<file path="src/inc/ipcb_consts.svh">
// Address map, depths and drive timing constants of the PIO cycle bridge
`ifndef IPCB_CONSTS_SVH
`define IPCB_CONSTS_SVH

`define IPCB_CLK_MHZ 50
`define IPCB_SETUP_NS 30
`define IPCB_STROBE_NS 165
`define IPCB_RECOV_NS 70
`define IPCB_SETUP_CYC (((`IPCB_SETUP_NS * `IPCB_CLK_MHZ) + 999) / 1000)
`define IPCB_STROBE_CYC (((`IPCB_STROBE_NS * `IPCB_CLK_MHZ) + 999) / 1000)
`define IPCB_RECOV_CYC (((`IPCB_RECOV_NS * `IPCB_CLK_MHZ) + 999) / 1000)

`define IPCB_PRI_CMD 16'h01F0
`define IPCB_SEC_CMD 16'h0170
`define IPCB_PRI_CTL 16'h03F6
`define IPCB_SEC_CTL 16'h0376
`define IPCB_DATA_REG 3'h0
`define IPCB_ALT_REG 3'h6

`define IPCB_WF_DEPTH 3'h4
`define IPCB_RA_DEPTH 3'h4

`endif

</file>
<file path="src/inc/ipcb_pkg.sv">
// Types shared by the PIO cycle bridge
`default_nettype none
package ipcb_pkg;
   typedef enum logic [3:0] {
      E_IDLE = 4'b0001,
      E_SETUP = 4'b0010,
      E_STROBE = 4'b0100,
      E_RECOV = 4'b1000
   } ipcb_estate_t;

   typedef enum logic [2:0] {
      SRC_FIFO = 3'b001,
      SRC_HOST = 3'b010,
      SRC_RA = 3'b100
   } ipcb_src_t;

   typedef struct packed {
      logic hit;
      logic sec;
      logic ctl;
      logic [2:0] reg_ix;
   } ipcb_dec_t;
endpackage : ipcb_pkg
`default_nettype wire

</file>
<file path="src/logic/ipcb_bridge.sv">
// PIO cycle bridge from a PCI target request port to the IDE drive pins
`timescale 1ns/1ps
`default_nettype none
`include "ipcb_consts.svh"

module ipcb_bridge (
   input wire logic i_clock,
   input wire logic i_srst,
   input wire logic i_req_valid,
   input wire logic i_req_write,
   input wire logic i_req_post,
   input wire logic i_req_bm_read,
   input wire logic [15:2] i_req_addr,
   input wire logic [3:0] i_req_be,
   input wire logic [31:0] i_req_wdata,
   input wire logic [15:0] i_ra_words,
   output logic o_req_ack,
   output logic o_req_retry,
   output logic [31:0] o_req_rdata,
   output logic o_ra_active,
   output logic o_ide_sec,
   output logic o_ide_cs0_n,
   output logic o_ide_cs1_n,
   output logic [2:0] o_ide_addr,
   output logic o_ide_rd_n,
   output logic o_ide_wr_n,
   output logic [15:0] o_ide_dout,
   output logic o_ide_doe,
   input wire logic [15:0] i_ide_din
);
   function automatic logic [1:0] first_lane(input logic [3:0] be);
      logic [1:0] l;
      l = 2'h3;
      if (be[0]) begin
         l = 2'h0;
      end else if (be[1]) begin
         l = 2'h1;
      end else if (be[2]) begin
         l = 2'h2;
      end
      return l;
   endfunction : first_lane

   function automatic logic [2:0] nbytes(input logic [3:0] be);
      return {2'h0, be[0]} + {2'h0, be[1]} + {2'h0, be[2]} + {2'h0, be[3]};
   endfunction : nbytes

   function automatic ipcb_pkg::ipcb_dec_t decode(input logic [15:0] ba);
      ipcb_pkg::ipcb_dec_t d;
      d = '0;
      if ({ba[15:3], 3'h0} == `IPCB_PRI_CMD) begin
         d.hit = 1'b1;
         d.reg_ix = ba[2:0];
      end else if ({ba[15:3], 3'h0} == `IPCB_SEC_CMD) begin
         d.hit = 1'b1;
         d.sec = 1'b1;
         d.reg_ix = ba[2:0];
      end else if (ba == `IPCB_PRI_CTL || ba == `IPCB_SEC_CTL) begin
         d.hit = 1'b1;
         d.sec = (ba == `IPCB_SEC_CTL);
         d.ctl = 1'b1;
         d.reg_ix = `IPCB_ALT_REG;
      end
      return d;
   endfunction : decode

   ipcb_pkg::ipcb_estate_t estate;
   ipcb_pkg::ipcb_src_t op_src;
   ipcb_pkg::ipcb_src_t ld_src;
   ipcb_pkg::ipcb_dec_t dec;
   logic is_data;
   logic [1:0] nwd;
   logic [2:0] hn_c;
   logic eng_idle;
   logic ans_q;
   logic c_retry;
   logic c_ack;
   logic c_push;
   logic c_kill;
   logic c_ra_start;
   logic c_ra_pop;
   logic c_host_go;
   logic ld_go;
   logic ld_write;
   logic ld_sec;
   logic ld_ctl;
   logic [2:0] ld_addr;
   logic [15:0] ld_dout;
   logic [1:0] ld_k;
   logic [1:0] ld_lane;
   logic [7:0] ecnt;
   logic op_write;
   logic [1:0] op_lane;
   logic hop_busy;
   logic [1:0] hk;
   logic [2:0] hn;
   logic host_done;
   logic ra_push;
   logic [15:0] ra_word;
   logic [31:0] rd_pipe;
   logic [15:0] din_s;
   logic [16:0] wf_dout;
   logic [2:0] wf_count;
   logic [2:0] wf_free;
   logic wf_empty;
   logic wf_pop;
   logic [15:0] ra_buf [4];
   logic [1:0] ra_wp;
   logic [1:0] ra_rp;
   logic [2:0] ra_cnt;
   logic [15:0] ra_left;
   logic ra_sec;
   logic o_ide_rd_n_q;
   logic o_ide_wr_n_q;

   ipcb_sync u_sync (
      .i_clock(i_clock),
      .i_srst(i_srst),
      .i_async(i_ide_din),
      .o_sync(din_s)
   );

   ipcb_wfifo u_wfifo (
      .i_clock(i_clock),
      .i_srst(i_srst),
      .i_push(c_push),
      .i_two(nwd == 2'h2),
      .i_data0({dec.sec, i_req_wdata[15:0]}),
      .i_data1({dec.sec, i_req_wdata[31:16]}),
      .i_pop(wf_pop),
      .o_data(wf_dout),
      .o_count(wf_count),
      .o_empty(wf_empty)
   );

   assign dec = decode({i_req_addr, first_lane(i_req_be)});
   assign is_data = dec.hit && !dec.ctl && (dec.reg_ix == `IPCB_DATA_REG);
   assign nwd = (i_req_be[3:2] != 2'h0) ? 2'h2 : 2'h1;
   assign hn_c = is_data ? {1'b0, nwd} : nbytes(i_req_be);
   assign eng_idle = (estate == ipcb_pkg::E_IDLE);
   assign ans_q = o_req_ack | o_req_retry;
   assign wf_free = `IPCB_WF_DEPTH - wf_count;
   assign wf_pop = eng_idle && !wf_empty;
   assign o_ide_rd_n = o_ide_rd_n_q;
   assign o_ide_wr_n = o_ide_wr_n_q;

   // Request decision; a held request is looked at once per answer
   always_comb begin
      c_retry = 1'b0;
      c_ack = 1'b0;
      c_push = 1'b0;
      c_kill = 1'b0;
      c_ra_start = 1'b0;
      c_ra_pop = 1'b0;
      c_host_go = 1'b0;
      if (i_req_valid && !ans_q && !hop_busy && !host_done) begin
         if (i_req_bm_read && !i_req_write) begin
            c_retry = 1'b1;
         end else if (!dec.hit || i_req_be == 4'h0) begin
            c_ack = 1'b1;
         end else if (i_req_write && i_req_post && is_data) begin
            c_kill = 1'b1;
            if (wf_free >= {1'b0, nwd}) begin
               c_push = 1'b1;
               c_ack = 1'b1;
            end else begin
               c_retry = 1'b1;
            end
         end else if (!wf_empty) begin
            c_retry = 1'b1;
         end else if (!i_req_write && is_data) begin
            if (ra_cnt >= {1'b0, nwd}) begin
               c_ra_pop = 1'b1;
               c_ack = 1'b1;
            end else if (!o_ra_active && eng_idle) begin
               c_ra_start = 1'b1;
            end
         end else if (eng_idle) begin
            c_host_go = 1'b1;
            c_kill = 1'b1;
         end
      end
   end

   // Next drive cycle: FIFO first, then host, then read-ahead
   always_comb begin
      ld_go = 1'b0;
      ld_src = ipcb_pkg::SRC_FIFO;
      ld_write = 1'b0;
      ld_sec = 1'b0;
      ld_ctl = 1'b0;
      ld_addr = `IPCB_DATA_REG;
      ld_dout = wf_dout[15:0];
      ld_k = c_host_go ? 2'h0 : hk;
      ld_lane = first_lane(i_req_be) + ld_k;
      if (eng_idle) begin
         if (!wf_empty) begin
            ld_go = 1'b1;
            ld_write = 1'b1;
            ld_sec = wf_dout[16];
         end else if (c_host_go || hop_busy) begin
            ld_go = 1'b1;
            ld_src = ipcb_pkg::SRC_HOST;
            ld_write = i_req_write;
            ld_sec = dec.sec;
            ld_ctl = dec.ctl;
            if (is_data) begin
               ld_dout = ld_k[0] ? i_req_wdata[31:16] : i_req_wdata[15:0];
            end else begin
               ld_addr = dec.reg_ix + {1'b0, ld_k};
               ld_dout = {8'h00, i_req_wdata[{ld_lane, 3'h0} +: 8]};
            end
         end else if (o_ra_active && ra_cnt < `IPCB_RA_DEPTH) begin
            ld_go = 1'b1;
            ld_src = ipcb_pkg::SRC_RA;
            ld_sec = ra_sec;
         end
      end
   end

   // Drive cycle timing: address setup, strobe, recovery before the next
   always_ff @(posedge i_clock) begin
      if (i_srst) begin
         estate <= ipcb_pkg::E_IDLE;
         ecnt <= 8'h00;
         op_src <= ipcb_pkg::SRC_FIFO;
         op_write <= 1'b0;
         op_lane <= 2'h0;
         hop_busy <= 1'b0;
         hk <= 2'h0;
         hn <= 3'h0;
         host_done <= 1'b0;
         ra_push <= 1'b0;
         ra_word <= 16'h0000;
         rd_pipe <= 32'h0000_0000;
         o_ide_sec <= 1'b0;
         o_ide_cs0_n <= 1'b1;
         o_ide_cs1_n <= 1'b1;
         o_ide_addr <= 3'h0;
         o_ide_rd_n_q <= 1'b1;
         o_ide_wr_n_q <= 1'b1;
         o_ide_dout <= 16'h0000;
         o_ide_doe <= 1'b0;
      end else begin
         host_done <= 1'b0;
         ra_push <= 1'b0;
         unique case (estate)
            ipcb_pkg::E_IDLE: begin
               if (c_host_go) begin
                  hop_busy <= 1'b1;
                  hk <= 2'h0;
                  hn <= hn_c;
                  rd_pipe <= 32'h0000_0000;
               end
               if (ld_go) begin
                  estate <= ipcb_pkg::E_SETUP;
                  ecnt <= 8'h00;
                  op_src <= ld_src;
                  op_write <= ld_write;
                  op_lane <= ld_lane;
                  o_ide_sec <= ld_sec;
                  o_ide_addr <= ld_addr;
                  o_ide_cs0_n <= ld_ctl;
                  o_ide_cs1_n <= !ld_ctl;
                  o_ide_dout <= ld_dout;
                  o_ide_doe <= ld_write;
               end
            end
            ipcb_pkg::E_SETUP: begin
               if (ecnt == 8'(`IPCB_SETUP_CYC - 1)) begin
                  estate <= ipcb_pkg::E_STROBE;
                  ecnt <= 8'h00;
                  o_ide_wr_n_q <= !op_write;
                  o_ide_rd_n_q <= op_write;
               end else begin
                  ecnt <= ecnt + 8'h01;
               end
            end
            ipcb_pkg::E_STROBE: begin
               if (ecnt == 8'(`IPCB_STROBE_CYC - 1)) begin
                  estate <= ipcb_pkg::E_RECOV;
                  ecnt <= 8'h00;
                  o_ide_wr_n_q <= 1'b1;
                  o_ide_rd_n_q <= 1'b1;
                  if (!op_write && op_src == ipcb_pkg::SRC_RA) begin
                     ra_push <= 1'b1;
                     ra_word <= din_s;
                  end else if (!op_write) begin
                     rd_pipe[{op_lane, 3'h0} +: 8] <= din_s[7:0];
                  end
                  if (op_src == ipcb_pkg::SRC_HOST) begin
                     if ({1'b0, hk} == hn - 3'h1) begin
                        hop_busy <= 1'b0;
                        host_done <= 1'b1;
                     end else begin
                        hk <= hk + 2'h1;
                     end
                  end
               end else begin
                  ecnt <= ecnt + 8'h01;
               end
            end
            ipcb_pkg::E_RECOV: begin
               if (ecnt == 8'(`IPCB_RECOV_CYC - 1)) begin
                  estate <= ipcb_pkg::E_IDLE;
                  o_ide_cs0_n <= 1'b1;
                  o_ide_cs1_n <= 1'b1;
                  o_ide_doe <= 1'b0;
               end else begin
                  ecnt <= ecnt + 8'h01;
               end
            end
         endcase
      end
   end

   // Read-ahead control and word count
   always_ff @(posedge i_clock) begin
      if (i_srst || c_kill) begin
         o_ra_active <= 1'b0;
         ra_left <= 16'h0000;
         ra_wp <= 2'h0;
         ra_rp <= 2'h0;
         ra_cnt <= 3'h0;
         ra_sec <= 1'b0;
      end else begin
         if (c_ra_start) begin
            o_ra_active <= 1'b1;
            ra_sec <= dec.sec;
            ra_left <= (i_ra_words == 16'h0000) ? 16'h0001 : i_ra_words;
         end else if (ra_push && o_ra_active) begin
            ra_left <= ra_left - 16'h0001;
            if (ra_left == 16'h0001) begin
               o_ra_active <= 1'b0;
            end
         end
         if (ra_push && o_ra_active) begin
            ra_wp <= ra_wp + 2'h1;
         end
         if (c_ra_pop) begin
            ra_rp <= ra_rp + nwd;
         end
         ra_cnt <= ra_cnt + {2'h0, ra_push && o_ra_active} - (c_ra_pop ? {1'b0, nwd} : 3'h0);
      end
   end

   always_ff @(posedge i_clock) begin
      if (ra_push && o_ra_active) begin
         ra_buf[ra_wp] <= ra_word;
      end
   end

   // Answers toward the PCI target
   always_ff @(posedge i_clock) begin
      if (i_srst) begin
         o_req_ack <= 1'b0;
         o_req_retry <= 1'b0;
         o_req_rdata <= 32'h0000_0000;
      end else begin
         o_req_ack <= c_ack | host_done;
         o_req_retry <= c_retry;
         if (c_ra_pop) begin
            o_req_rdata <= (nwd == 2'h2) ? {ra_buf[ra_rp + 2'h1], ra_buf[ra_rp]}
                                         : {16'h0000, ra_buf[ra_rp]};
         end else if (host_done) begin
            o_req_rdata <= rd_pipe;
         end else if (c_ack) begin
            o_req_rdata <= 32'h0000_0000;
         end
      end
   end
endmodule : ipcb_bridge
`default_nettype wire

</file>
<file path="src/logic/ipcb_sync.sv">
// Three-stage input synchroniser for the drive data pins
`timescale 1ns/1ps
`default_nettype none
module ipcb_sync (
   input wire logic i_clock,
   input wire logic i_srst,
   input wire logic [15:0] i_async,
   output logic [15:0] o_sync
);
   logic [15:0] s1;
   logic [15:0] s2;
   logic [15:0] s3;

   always_ff @(posedge i_clock) begin
      if (i_srst) begin
         s1 <= 16'h0000;
         s2 <= 16'h0000;
         s3 <= 16'h0000;
         o_sync <= 16'h0000;
      end else begin
         s1 <= i_async;
         s2 <= s1;
         s3 <= s2;
         // A change counts once stages two and three agree
         if (s2 == s3) begin
            o_sync <= s3;
         end
      end
   end
endmodule : ipcb_sync
`default_nettype wire

</file>
<file path="src/logic/ipcb_wfifo.sv">
// Posted write FIFO, one or two entries pushed per cycle
`timescale 1ns/1ps
`default_nettype none
`include "ipcb_consts.svh"
module ipcb_wfifo (
   input wire logic i_clock,
   input wire logic i_srst,
   input wire logic i_push,
   input wire logic i_two,
   input wire logic [16:0] i_data0,
   input wire logic [16:0] i_data1,
   input wire logic i_pop,
   output logic [16:0] o_data,
   output logic [2:0] o_count,
   output logic o_empty
);
   logic [16:0] mem [4];
   logic [1:0] wp;
   logic [1:0] rp;

   always_ff @(posedge i_clock) begin
      if (i_push) begin
         mem[wp] <= i_data0;
         if (i_two) begin
            mem[wp + 2'h1] <= i_data1;
         end
      end
   end

   always_ff @(posedge i_clock) begin
      if (i_srst) begin
         wp <= 2'h0;
         rp <= 2'h0;
         o_count <= 3'h0;
      end else begin
         if (i_push) begin
            wp <= wp + (i_two ? 2'h2 : 2'h1);
         end
         if (i_pop) begin
            rp <= rp + 2'h1;
         end
         o_count <= o_count + (i_push ? (i_two ? 3'h2 : 3'h1) : 3'h0) - {2'h0, i_pop};
      end
   end

   assign o_data = mem[rp];
   assign o_empty = (o_count == 3'h0);
endmodule : ipcb_wfifo
`default_nettype wire

</file>
<file path="config.mk">
export PLATFORM = sky130hd
export DESIGN_NAME = ipcb_bridge
export DESIGN_NICKNAME = d
export VERILOG_FILES = /design/src/inc/ipcb_pkg.sv /design/src/logic/ipcb_bridge.sv /design/src/logic/ipcb_sync.sv /design/src/logic/ipcb_wfifo.sv
export VERILOG_INCLUDE_DIRS = /design/src /design/src/inc
export SDC_FILE = /design/constraint.sdc
export NUM_CORES = 1
export LEC_CHECK = 0
export BUFFER_PORTS_ARGS = -buffer_cell sky130_fd_sc_hd__buf_2
export CAP_MARGIN = 25
export CORE_ASPECT_RATIO = 1.4
export CORE_UTILIZATION = 50
export CTS_CLUSTER_SIZE = 12
export DETAILED_ROUTE_END_ITERATION = 6
export GPL_ROUTABILITY_DRIVEN = 0
export PLACE_DENSITY = 0.8
export SETUP_SLACK_MARGIN = 0.2
export SYNTH_ARGS = -nofsm -noshare
export SYNTH_HDL_FRONTEND = slang
export SYNTH_SLANG_ARGS = --single-unit
export TNS_END_PERCENT = 100
</file>
<file path="constraint.sdc">
create_clock -name i_clock -period 4 [get_ports i_clock]
set_input_delay 0.2 -clock i_clock [delete_from_list [all_inputs] [get_ports i_clock]]
set_output_delay 0.2 -clock i_clock [all_outputs]
set_load 0.05 [all_outputs]
</file>
Word level (Yosys, flattened, before mapping)
Memories as Yosys holds them, arrays and structs flattened. A register that Yosys moved wholly into a read port is not among the register bits. Index checks and enable logic that the tools add are counted.

Add/subtract/negate cells: 21. Reductions and logical operators: 53. Mux-type cells: 140. $lt $le $gt $ge: 3. Equality and inequality tests: 28. Bitwise logic cells: 6. Shift-type cells: 3.

Operators by type and width (number): two-way mux 32 bit (8); two-way mux 16 bit (7); two-way mux 1 bit (79); one-hot mux 32 bit (2 select lines) (1); bitwise mux 32 bit (1); == test 16 x 10 -> 1 bit, second input constant (2); two-way mux 2 bit (16); two-way mux 8 bit (4); one-hot mux 8 bit (4 select lines) (1); variable shift 8 x 7 -> 32 bit, first input constant (1); indexed part select 32 x 6 -> 8 bit (1); indexed part select 8 x 7 -> 32 bit (1); two-way mux 3 bit (10); == test 13 x 6 -> 1 bit, second input constant (2); != test 2 bit, second input constant (9); == test 16 x 1 -> 1 bit, second input constant (1); == test 16 bit (1); zero test 16 bit (1); two-way mux 4 bit (4); one-hot mux 4 bit (4 select lines) (1); subtractor 16 x 1 -> 16 bit, second input constant (1); logical AND 1 bit (14); one-hot mux 1 bit (2 select lines) (6); nonzero test 2 bit (6); 43 further kinds (76).

Register bits after elaboration: 229. Memory bits (writable): 132. Memories: 2. Logic and storage cells: 292.

Memory list: u_wfifo.mem (words 4, bits a word 17, read ports 1, clocked after Yosys merged registers in 1, wr ports 2, RTL line ipcb_wfifo.sv:17) `logic [16:0] mem [4];`; ra_buf (words 4, bits a word 16, read ports 2, clocked after Yosys merged registers in 1, wr ports 1, RTL line ipcb_bridge.sv:107) `logic [15:0] ra_buf [4];`.

Longest topological paths before layout
Gate-level depths: netlist of the first run.

Word-level depth: 25. Depth in mapped cells: 16. Mapped depth without buffers: 15.

Modules after synthesis
Synthesis of the first run repeated with hierarchy kept, for this count alone.

Cells, all modules: 1426. Area total of the unflattened synthesis: 16851.2 um^2.

By module, submodules not included: ipcb_bridge (instances 1, area an instance 10829.1 um^2, sequential area each 5124.9 um^2, cells an instance 1015); ipcb_wfifo (instances 1, area an instance 3848.7 um^2, sequential area each 2222.1 um^2, cells an instance 221); ipcb_sync (instances 1, area an instance 2173.3 um^2, sequential area each 1281.2 um^2, cells an instance 190).

Worst setup path after synthesis of the first run
OpenSTA, ideal clock, no wires.

Path kind: input port to flip-flop. Start point: input i_req_be[0]. End point: register ra_cnt[2]. Buffers on the path: 1. Setup slack: 0.722 ns. Stages on the path: 14. Library setup time: 0.128 ns. Data arrival time: 3.151 ns. Data required time: 3.872 ns. Cell sequence: inv_1 > ha_1 > or3_4 > nor3_2 > nand2_1 > nor4_4 > buf_2 > inv_1 > ha_1 > inv_1 > fa_1 > xor2_1 > xnor2_1 > nor2_1.

Word-level cells in the longest chain between the ends: 18. Elaborated cells between the ends (all ways): 35. Those cells by class: add/sub: 1; eq/ne: 2; mux: 21; reduce/logical: 11.

RTL lines: from (decl) (RTL line ipcb_bridge.sv:14) `input wire logic [3:0] i_req_be,`; two-way mux 2 bit (RTL line ipcb_bridge.sv:34) `if (be[0]) begin`; == test 16 x 10 -> 1 bit (no line); logical OR 1 bit (no line); two-way mux 6 bit (RTL line ipcb_bridge.sv:58) `` end else if (ba == `IPCB_PRI_CTL || ba == `IPCB_SEC_CTL) begin ``; two-way mux 1 bit (RTL line ipcb_bridge.sv:54) `` end else if ({ba[15:3], 3'h0} == `IPCB_SEC_CMD) begin ``; two-way mux 2 bit (RTL line ipcb_bridge.sv:51) `` if ({ba[15:3], 3'h0} == `IPCB_PRI_CMD) begin ``; zero test 1 bit (RTL line ipcb_bridge.sv:137) `` assign is_data = dec.hit && !dec.ctl && (dec.reg_ix == `IPCB_DATA_REG); ``; logical AND 1 bit (2 in a row) (RTL line ipcb_bridge.sv:137); logical AND 1 bit (RTL line ipcb_bridge.sv:171) `end else if (!i_req_write && is_data) begin`; two-way mux 1 bit (RTL line ipcb_bridge.sv:171); two-way mux 1 bit (RTL line ipcb_bridge.sv:169) `end else if (!wf_empty) begin`; two-way mux 1 bit (RTL line ipcb_bridge.sv:161) `end else if (i_req_write && i_req_post && is_data) begin`; two-way mux 1 bit (RTL line ipcb_bridge.sv:159) `end else if (!dec.hit || i_req_be == 4'h0) begin`; two-way mux 1 bit (RTL line ipcb_bridge.sv:157) `if (i_req_bm_read && !i_req_write) begin`; two-way mux 1 bit (RTL line ipcb_bridge.sv:156) `if (i_req_valid && !ans_q && !hop_busy && !host_done) begin`; two-way mux 2 bit (RTL line ipcb_bridge.sv:343) `ra_cnt <= ra_cnt + {2'h0, ra_push && o_ra_active} - (c_ra_pop ? {1'b0, nwd} : 3'h0);`; subtractor 3 x 2 -> 3 bit (RTL line ipcb_bridge.sv:343); to (signal assigned) (RTL line ipcb_bridge.sv:343); to (decl) (RTL line ipcb_bridge.sv:110) `logic [2:0] ra_cnt;`.

Several ways; a longest one is shown, not always the timed one. A chain may end at the register's enable or synchronous reset.

Final worst setup path of the first run
Start point: register estate[3]. End point: register o_ide_dout[5].

Word-level cells in the longest chain between the ends: 14. Elaborated cells between the ends (all ways): 20. Those cells by class: add/sub: 1; eq/ne: 1; shift: 1; mux: 15; reduce/logical: 2.

RTL lines: from (decl) (RTL line ipcb_bridge.sv:67) `ipcb_pkg::ipcb_estate_t estate;`; from (signal assigned) (RTL line ipcb_bridge.sv:224) `estate <= ipcb_pkg::E_IDLE;`; from (signal assigned) (RTL line ipcb_bridge.sv:256) `estate <= ipcb_pkg::E_SETUP;`; from (signal assigned) (RTL line ipcb_bridge.sv:271) `estate <= ipcb_pkg::E_STROBE;`; == test 4 x 1 -> 1 bit * (RTL line ipcb_bridge.sv:140, ipcb_bridge.sv:247); two-way mux 1 bit (RTL line ipcb_bridge.sv:178) `end else if (eng_idle) begin`; two-way mux 1 bit (RTL line ipcb_bridge.sv:171); two-way mux 1 bit (RTL line ipcb_bridge.sv:169); two-way mux 1 bit (RTL line ipcb_bridge.sv:161); two-way mux 1 bit (RTL line ipcb_bridge.sv:159); two-way mux 1 bit (RTL line ipcb_bridge.sv:157); two-way mux 1 bit (RTL line ipcb_bridge.sv:156); two-way mux 2 bit; adder 2 bit (RTL line ipcb_bridge.sv:195) `ld_lane = first_lane(i_req_be) + ld_k;`; indexed part select 32 x 6 -> 8 bit (RTL line ipcb_bridge.sv:211) `ld_dout = {8'h00, i_req_wdata[{ld_lane, 3'h0} +: 8]};`; two-way mux 16 bit (RTL line ipcb_bridge.sv:207) `if (is_data) begin`; two-way mux 16 bit (RTL line ipcb_bridge.sv:201) `end else if (c_host_go || hop_busy) begin`; two-way mux 16 bit (RTL line ipcb_bridge.sv:197) `if (!wf_empty) begin`; to (signal assigned) (RTL line ipcb_bridge.sv:265) `o_ide_dout <= ld_dout;`; to (decl) (RTL line ipcb_bridge.sv:27) `output logic [15:0] o_ide_dout,`.

Every way passes the cells marked *; elsewhere a longest branch is shown, timed or not.

==> results of run 1 <==
==> metrics by stage <==
step	util	instances	power, uW	hold slack, ns	cell area (sq um)
after floorplan	-	1408	5437	0.3282	16370
after global placement	0.5439	1949	5863	0.4154	17570
after detailed placement	0.5456	1951	5913	0.4129	17630
after CTS	0.5892	2043	9204	0.007791	19030
after global routing	0.5895	2046	9489	0.03587	19040
final	0.5895	2046	9158	0.02318	19040
==> Yosys cell counts (10+ instances only) <==
master,count
a22oi_1,38
o211ai_1,10
xor2_1,11
mux2_2,63
nand3_1,31
or3_1,11
inv_1,35
nand2_1,108
and3_1,10
a22o_1,16
buf_2,12
edfxtp_1,132
ha_1,34
nor2_1,108
xnor2_1,35
a21oi_1,99
nor4_1,12
clkbuf_1,49
mux4_2,49
nor2b_1,53
mux2i_1,67
o21ai_0,20
nor3_1,22
dfxtp_1,233
==> power groups by stage <==
| stage | Combinational, uW | Sequential (uW) | Clock, uW |
|---|---|---|---|
| after floorplan | 957 | 4480 | 0 |
| after global placement | 1630 | 4230 | 0 |
| after detailed placement | 1680 | 4240 | 0 |
| after CTS | 1710 | 4160 | 3330 |
| after global routing | 1850 | 4170 | 3470 |
| final | 1720 | 4160 | 3280 |
==> state kept, by name, summed over array words and instances (netlist names), 3 cells and up, named ones only <==
register,cells
u_sync.o_sync,16
rd_pipe,32
u_sync.s3,16
ecnt,8
u_wfifo.mem,68
ra_buf,64
u_sync.s1,16
o_ide_addr,3
ra_cnt,3
u_sync.s2,16
ra_left,16
u_wfifo.o_count,3
o_ide_dout,16
o_req_rdata,32
hn,3
estate,4
ra_word,16
op_src,3
==> final timing paths <==
path	to	slack, ns	cells after the start
max	o_ide_dout[5]	0.65	11
min	ra_left[14]	0.02	3
max reg2reg	o_ide_dout[5]	0.65	11
min reg2reg	u_sync.s2[12]	0.43	1
==> logic make-up after synthesis <==
kind of cell / count (synthesis) / synth area share
AOI/OAI and AO/OA: 246 / 0.09858
xor gates and xnor gates: 47 / 0.02629
adders and majority gates: 38 / 0.03087
buffers and inverters: 109 / 0.02805
DFF: 365 / 0.5270
muxes: 181 / 0.1531
and+or+nand+nor: 422 / 0.1362
==> metal layers <==
layer  vias up  global-route usage  routed length, um
met2       463              0.4260              20600
met5         -                   0                  0
li1       5536                   -                  -
met3       112             0.04039               2660
met4         0              0.1284               1842
met1      5788              0.2735              14970
==> final cells by class <==
type / count / area, sq um / area share
Inverter: 36 / 140.1 / 0.007359
Clock inverter: 3 / 47.55 / 0.002497
Timing Repair Buffer: 205 / 1294 / 0.06794
Clock buffer: 61 / 1080 / 0.05670
Multi-Input combinational cell: 934 / 7298 / 0.3832
Sequential cell: 365 / 8628 / 0.4531
Tap cell: 440 / 550.5 / 0.02891
Antenna cell: 2 / 5.005 / 0.0002628
==> critical path, cell delays in order, from the launching register on <==
cell	delay (ns)
dfxtp_1	0.35
nor4b_2	0.60
nand2_1	0.21
nor3_2	0.35
a21o_1	0.20
inv_1	0.07
ha_1	0.18
xnor2_1	0.35
xnor2_4	0.17
buf_4	0.32
mux2i_1	0.11
a221oi_1	0.32
==> flow_summary.toml, run 1 <==
[detailed_routing]
ant_nets = 0
route.detailed.wl_per_inst_um = 19.59
drt_wl_total_mm = 40.08
drc = 0
drt_first_pass_iters = 5
drtIter0Drc = 661
viasPerCell = 5.816
vias = 11900

[die]
die_y_um = 216.1
die-area_sq_um = 33480
ioPinCount = 148
fp-row-count = 78
fp.dieW_um = 154.9
core_area_sq_um = 32300
start_util = 0.5069

[hold_path]
hold_class = "input port to flip-flop"
hp-start = "i_ra_words[14]"

[timing]
fmax_mhz = 298.2
worstMarginPinSlew_ns = 0.9795
fin_worst_skew_ns = 0.01025
period_share = 0.8383
hold_viol = 0
timing.setup.tns_ns = 0
maxSlewHeadroom = 0.3470
fin_crit_ns = 3.353
finalSetupViolCount = 0
setup_slack_ns = 0.6468
grt_setup_unrepaired = "no"
slew_viol_final = 0

[clock_network]
root_buffer = "clkbuf_16"
cts_tree = "yes"
clk_latency_ns = 0.52
cts.reportedPaths.clkPinSlew_ns = 0.06
cts_max_level = 2
cts_hold_buffers = 28
post_cts_buffers = 0
cts_buffers = 37
cts.sinks = 365
cts.repair.resized = 0
clk_path_buf_depth = 3

[power_and_ir_drop]
p_seq_frac = 0.454
switching_share = 0.2874
irDropWorstVdd_mv = 0.4424
clkPwrFrac = 0.358
switchingPower_uw = 2633
power_density_nw_per_um2 = 480.9
internal_power_uw = 6526
power_frac_comb = 0.188
leakage_uw = 0.007076

[worst_setup_path]
cp.arrival_ns = 3.77
crit_type = "flip-flop to flip-flop"
cp-end-kind = "flip-flop"
required_ns = 4.42
cp_max_fo = 16
r2r_start = "estate[3]"
crit_start = "estate[3]"
start_kind = "flip-flop"

[status]
outcome = "finished, final reports clean"

[synthesis]
ys_types = 81
synth_edf_count = 132
synth_area_sq_um = 16370
yosysWarnings = 0
synthesis.nets = 1534
yosys-top-cells-area = "dfxtp_1 28%, edfxtp_1 24%, mux4_2 6.7%"
ys_seq_elements = 365
synth_ff_type = "dfxtp_1"
ys_seq_area_frac = 0.5270
synth_async_sr_flop_share = 0
syn_area_per_cell_sq_um = 11.63
syn_inst = 1408
synth_top_area_frac = 0.2849
yosysTopAreaCell = "dfxtp_1"

[cells_and_area]
final_common_cell = "dfxtp_1"
n_fill_cell = 2563
most-common-layout-cells = "233 x dfxtp_1, 146 x buf_2, 132 x edfxtp_1, 108 x nor2_1, 108 x nand2_1"
fin_nets = 1705
drive_above_1_share = 0.2288
syn2layout_area_growth_pct = 16.31

[grt]
grt-ovfl-total = 0
grt_pass1_wl_mm = 63.16
grt_max_degree = 115
grt_pass1_vias = 12080
antenna_found_initial = 2
grt_usage = 0.2397

[flow_run]
cap_violations = 0

[placement]
dp_hpwl_mm = 27.74
port_buffers = 147
pre_cts_ws_ns = 0.5390
Power figures use the tool's default switching activity.
==> run 2, diff against run 1 <==
PLACE_DENSITY = 0.83   (was 0.8)
clock period = 2.9 ns   (was 4 ns; I/O delays follow)
==> flow_summary.toml, run 2 (same netlist as run 1, synthesis figures left out) <==
[status]
outcome = "finished, final reports clean"

[worst_setup_path]
worst_r2r_path_depth = 12
cp-end-kind = "flip-flop"
crit_type = "flip-flop to flip-flop"
cp_max_fo = 3
r2r_end = "ra_cnt[2]"
r2r_start = "o_req_ack"
r2r_slack_ns = 0.13
cp.arrival_ns = 3.18
required_ns = 3.31
start_kind = "flip-flop"

[power_and_ir_drop]
leakage_uw = 0.007594
switching_share = 0.2956
power_density_nw_per_um2 = 645.6
power_frac_comb = 0.221
clkPwrFrac = 0.341
irDropWorstVdd_mv = 0.6664
p_seq_frac = 0.438
internal_power_uw = 9160
switchingPower_uw = 3845

[cells_and_area]
top_register = "u_wfifo.mem"
fin_nets = 1795
final_cells = 2140
syn2layout_area_growth_pct = 23.03
top_regs = "u_wfifo.mem x68, ra_buf x64"
n_fill_cell = 2442
most-common-layout-cells = "228 x dfxtp_1, 146 x buf_2, 132 x edfxtp_1, 105 x nand2_1, 103 x nor2_1"
seq_area_sq_um = 8635
drive_above_1_share = 0.2922
final_area_sq_um = 20140
largest_reg_flops = 68
multi_input_area_sq_um = 7621
final_common_cell = "dfxtp_1"

[timing]
hold_ws_ns = 0.01861
maxSlewHeadroom = 0.3960
finalSetupViolCount = 0
hold_viol = 0
slew_viol_final = 0
setup_slack_ns = 0.1254
period_share = 0.9567
fin_crit_ns = 2.775
fmax_mhz = 360.4
fin_worst_skew_ns = 0.01387
worstMarginPinSlew_ns = 0.9059
grt_setup_unrepaired = "yes"

[detailed_routing]
vias = 12360
drtIter0Drc = 824
viasPerCell = 5.774
route.detailed.wl_per_inst_um = 19.71
drt_wl_total_mm = 42.17
drc = 0
ant_nets = 0
drt_first_pass_iters = 5

[grt]
grt-ovfl-total = 0
grt_pass1_vias = 12710
grt_pass1_wl_mm = 66.18
grt_usage = 0.2520
antenna_found_initial = 6
grt_max_degree = 63

[die]
die-area_sq_um = 33480
start_util = 0.5069
core_area_sq_um = 32300
fp-row-count = 78
die_y_um = 216.1
fp.dieW_um = 154.9
ioPinCount = 148

[clock_network]
cts.sinks = 365
cts_tree = "yes"
cts.reportedPaths.clkPinSlew_ns = 0.07
cts_max_level = 2
clk_latency_ns = 0.54
clk_path_buf_depth = 3
cts_buffers = 38
root_buffer = "clkbuf_16"

[placement]
dp_cells = 2006
pre_cts_ws_ns = -0.1741
dp_hpwl_mm = 28.35
post_dp_cell_area_sq_um = 18220
port_buffers = 147

[hold_path]
hold_path_depth = 2
hp-start = "i_req_wdata[30]"
hold_class = "input port to flip-flop"
min_to = "u_wfifo.mem[3][14]"

[flow_run]
cap_violations = 0
run 2: layout make-up:
type                       count  share of cell area
inverter                      36            0.007143
sequential                   365              0.4286
multi-input combinational    934              0.3783
clock inverter                 9            0.002609
timing repair buffer         294              0.1030
clock buffer                  56             0.05217
antenna                        6           0.0007453
tap                          440             0.02733
run 2: worst max-delay path: stages (launching register included):
cell and delay (ns):
dfxtp_2 0.35, nor4_4 0.30, and3_4 0.25, nand4_4 0.08
buf_4 0.17, nor4_4 0.37, inv_2 0.09, ha_4 0.27
inv_2 0.03, fa_2 0.34, xor2_2 0.16, xnor2_1 0.18
nor2_1 0.06
run 2: routing by layer:
layer	wire length [um]	part of all wire	global-route usage
met3	3141	0.074	0.04679
met5	0	0	0
met2	21930	0.52	0.4520
met4	2079	0.049	0.1396
met1	15020	0.36	0.2791
run 2: power groups by stage:
| stage | Sequential, uW | Clock, uW | Combinational [uW] |
|---|---|---|---|
| 6_report | 5690 | 4440 | 2870 |
| 5_1_grt | 5710 | 4690 | 3090 |
| 4_1_cts | 5680 | 4500 | 2720 |
| 3_5_place_dp | 5780 | 0 | 2580 |
| 3_3_place_gp | 5780 | 0 | 2520 |
| 2_1_floorplan | 6180 | 0 | 1390 |
run 2: timing repair:
item / CTS / global route
buffers inserted: 8 / 9
gates resized for setup: 13 / 32
hold buffers: 46 / 0
pin swaps: 10 / 22
setup endpoints to repair: 62 / 105
hold endpoints to repair: 56 / 0
run 2: metrics by stage:
| step | TNS, ns | total power [uW] | utilization |
|---|---|---|---|
| 2_1_floorplan | -0.4908 | 7572 | - |
| 3_3_place_gp | -0.3098 | 8294 | 0.5640 |
| 3_5_place_dp | -1.638 | 8357 | 0.5640 |
| 4_1_cts | 0 | 12890 | 0.6166 |
| 5_1_grt | 0 | 13490 | 0.6236 |
| 6_report | 0 | 13000 | 0.6236 |
run 2: how the worst max path moves through the flow:
stage / startpoint / to / slack [ns] / depth (start not counted)
2_1_floorplan: host_done / ra_cnt[2] / -0.10 / 13
3_3_place_gp: i_req_be[0] / u_wfifo.o_count[2] / -0.08 / 16
3_5_place_dp: i_req_be[0] / o_ide_dout[2] / -0.17 / 14
4_1_cts: u_wfifo.o_count[0] / u_wfifo.o_count[2] / 0.12 / 13
5_1_grt: u_wfifo.o_count[1] / u_wfifo.o_count[2] / 0.007 / 13
6_report: o_req_ack / ra_cnt[2] / 0.13 / 12
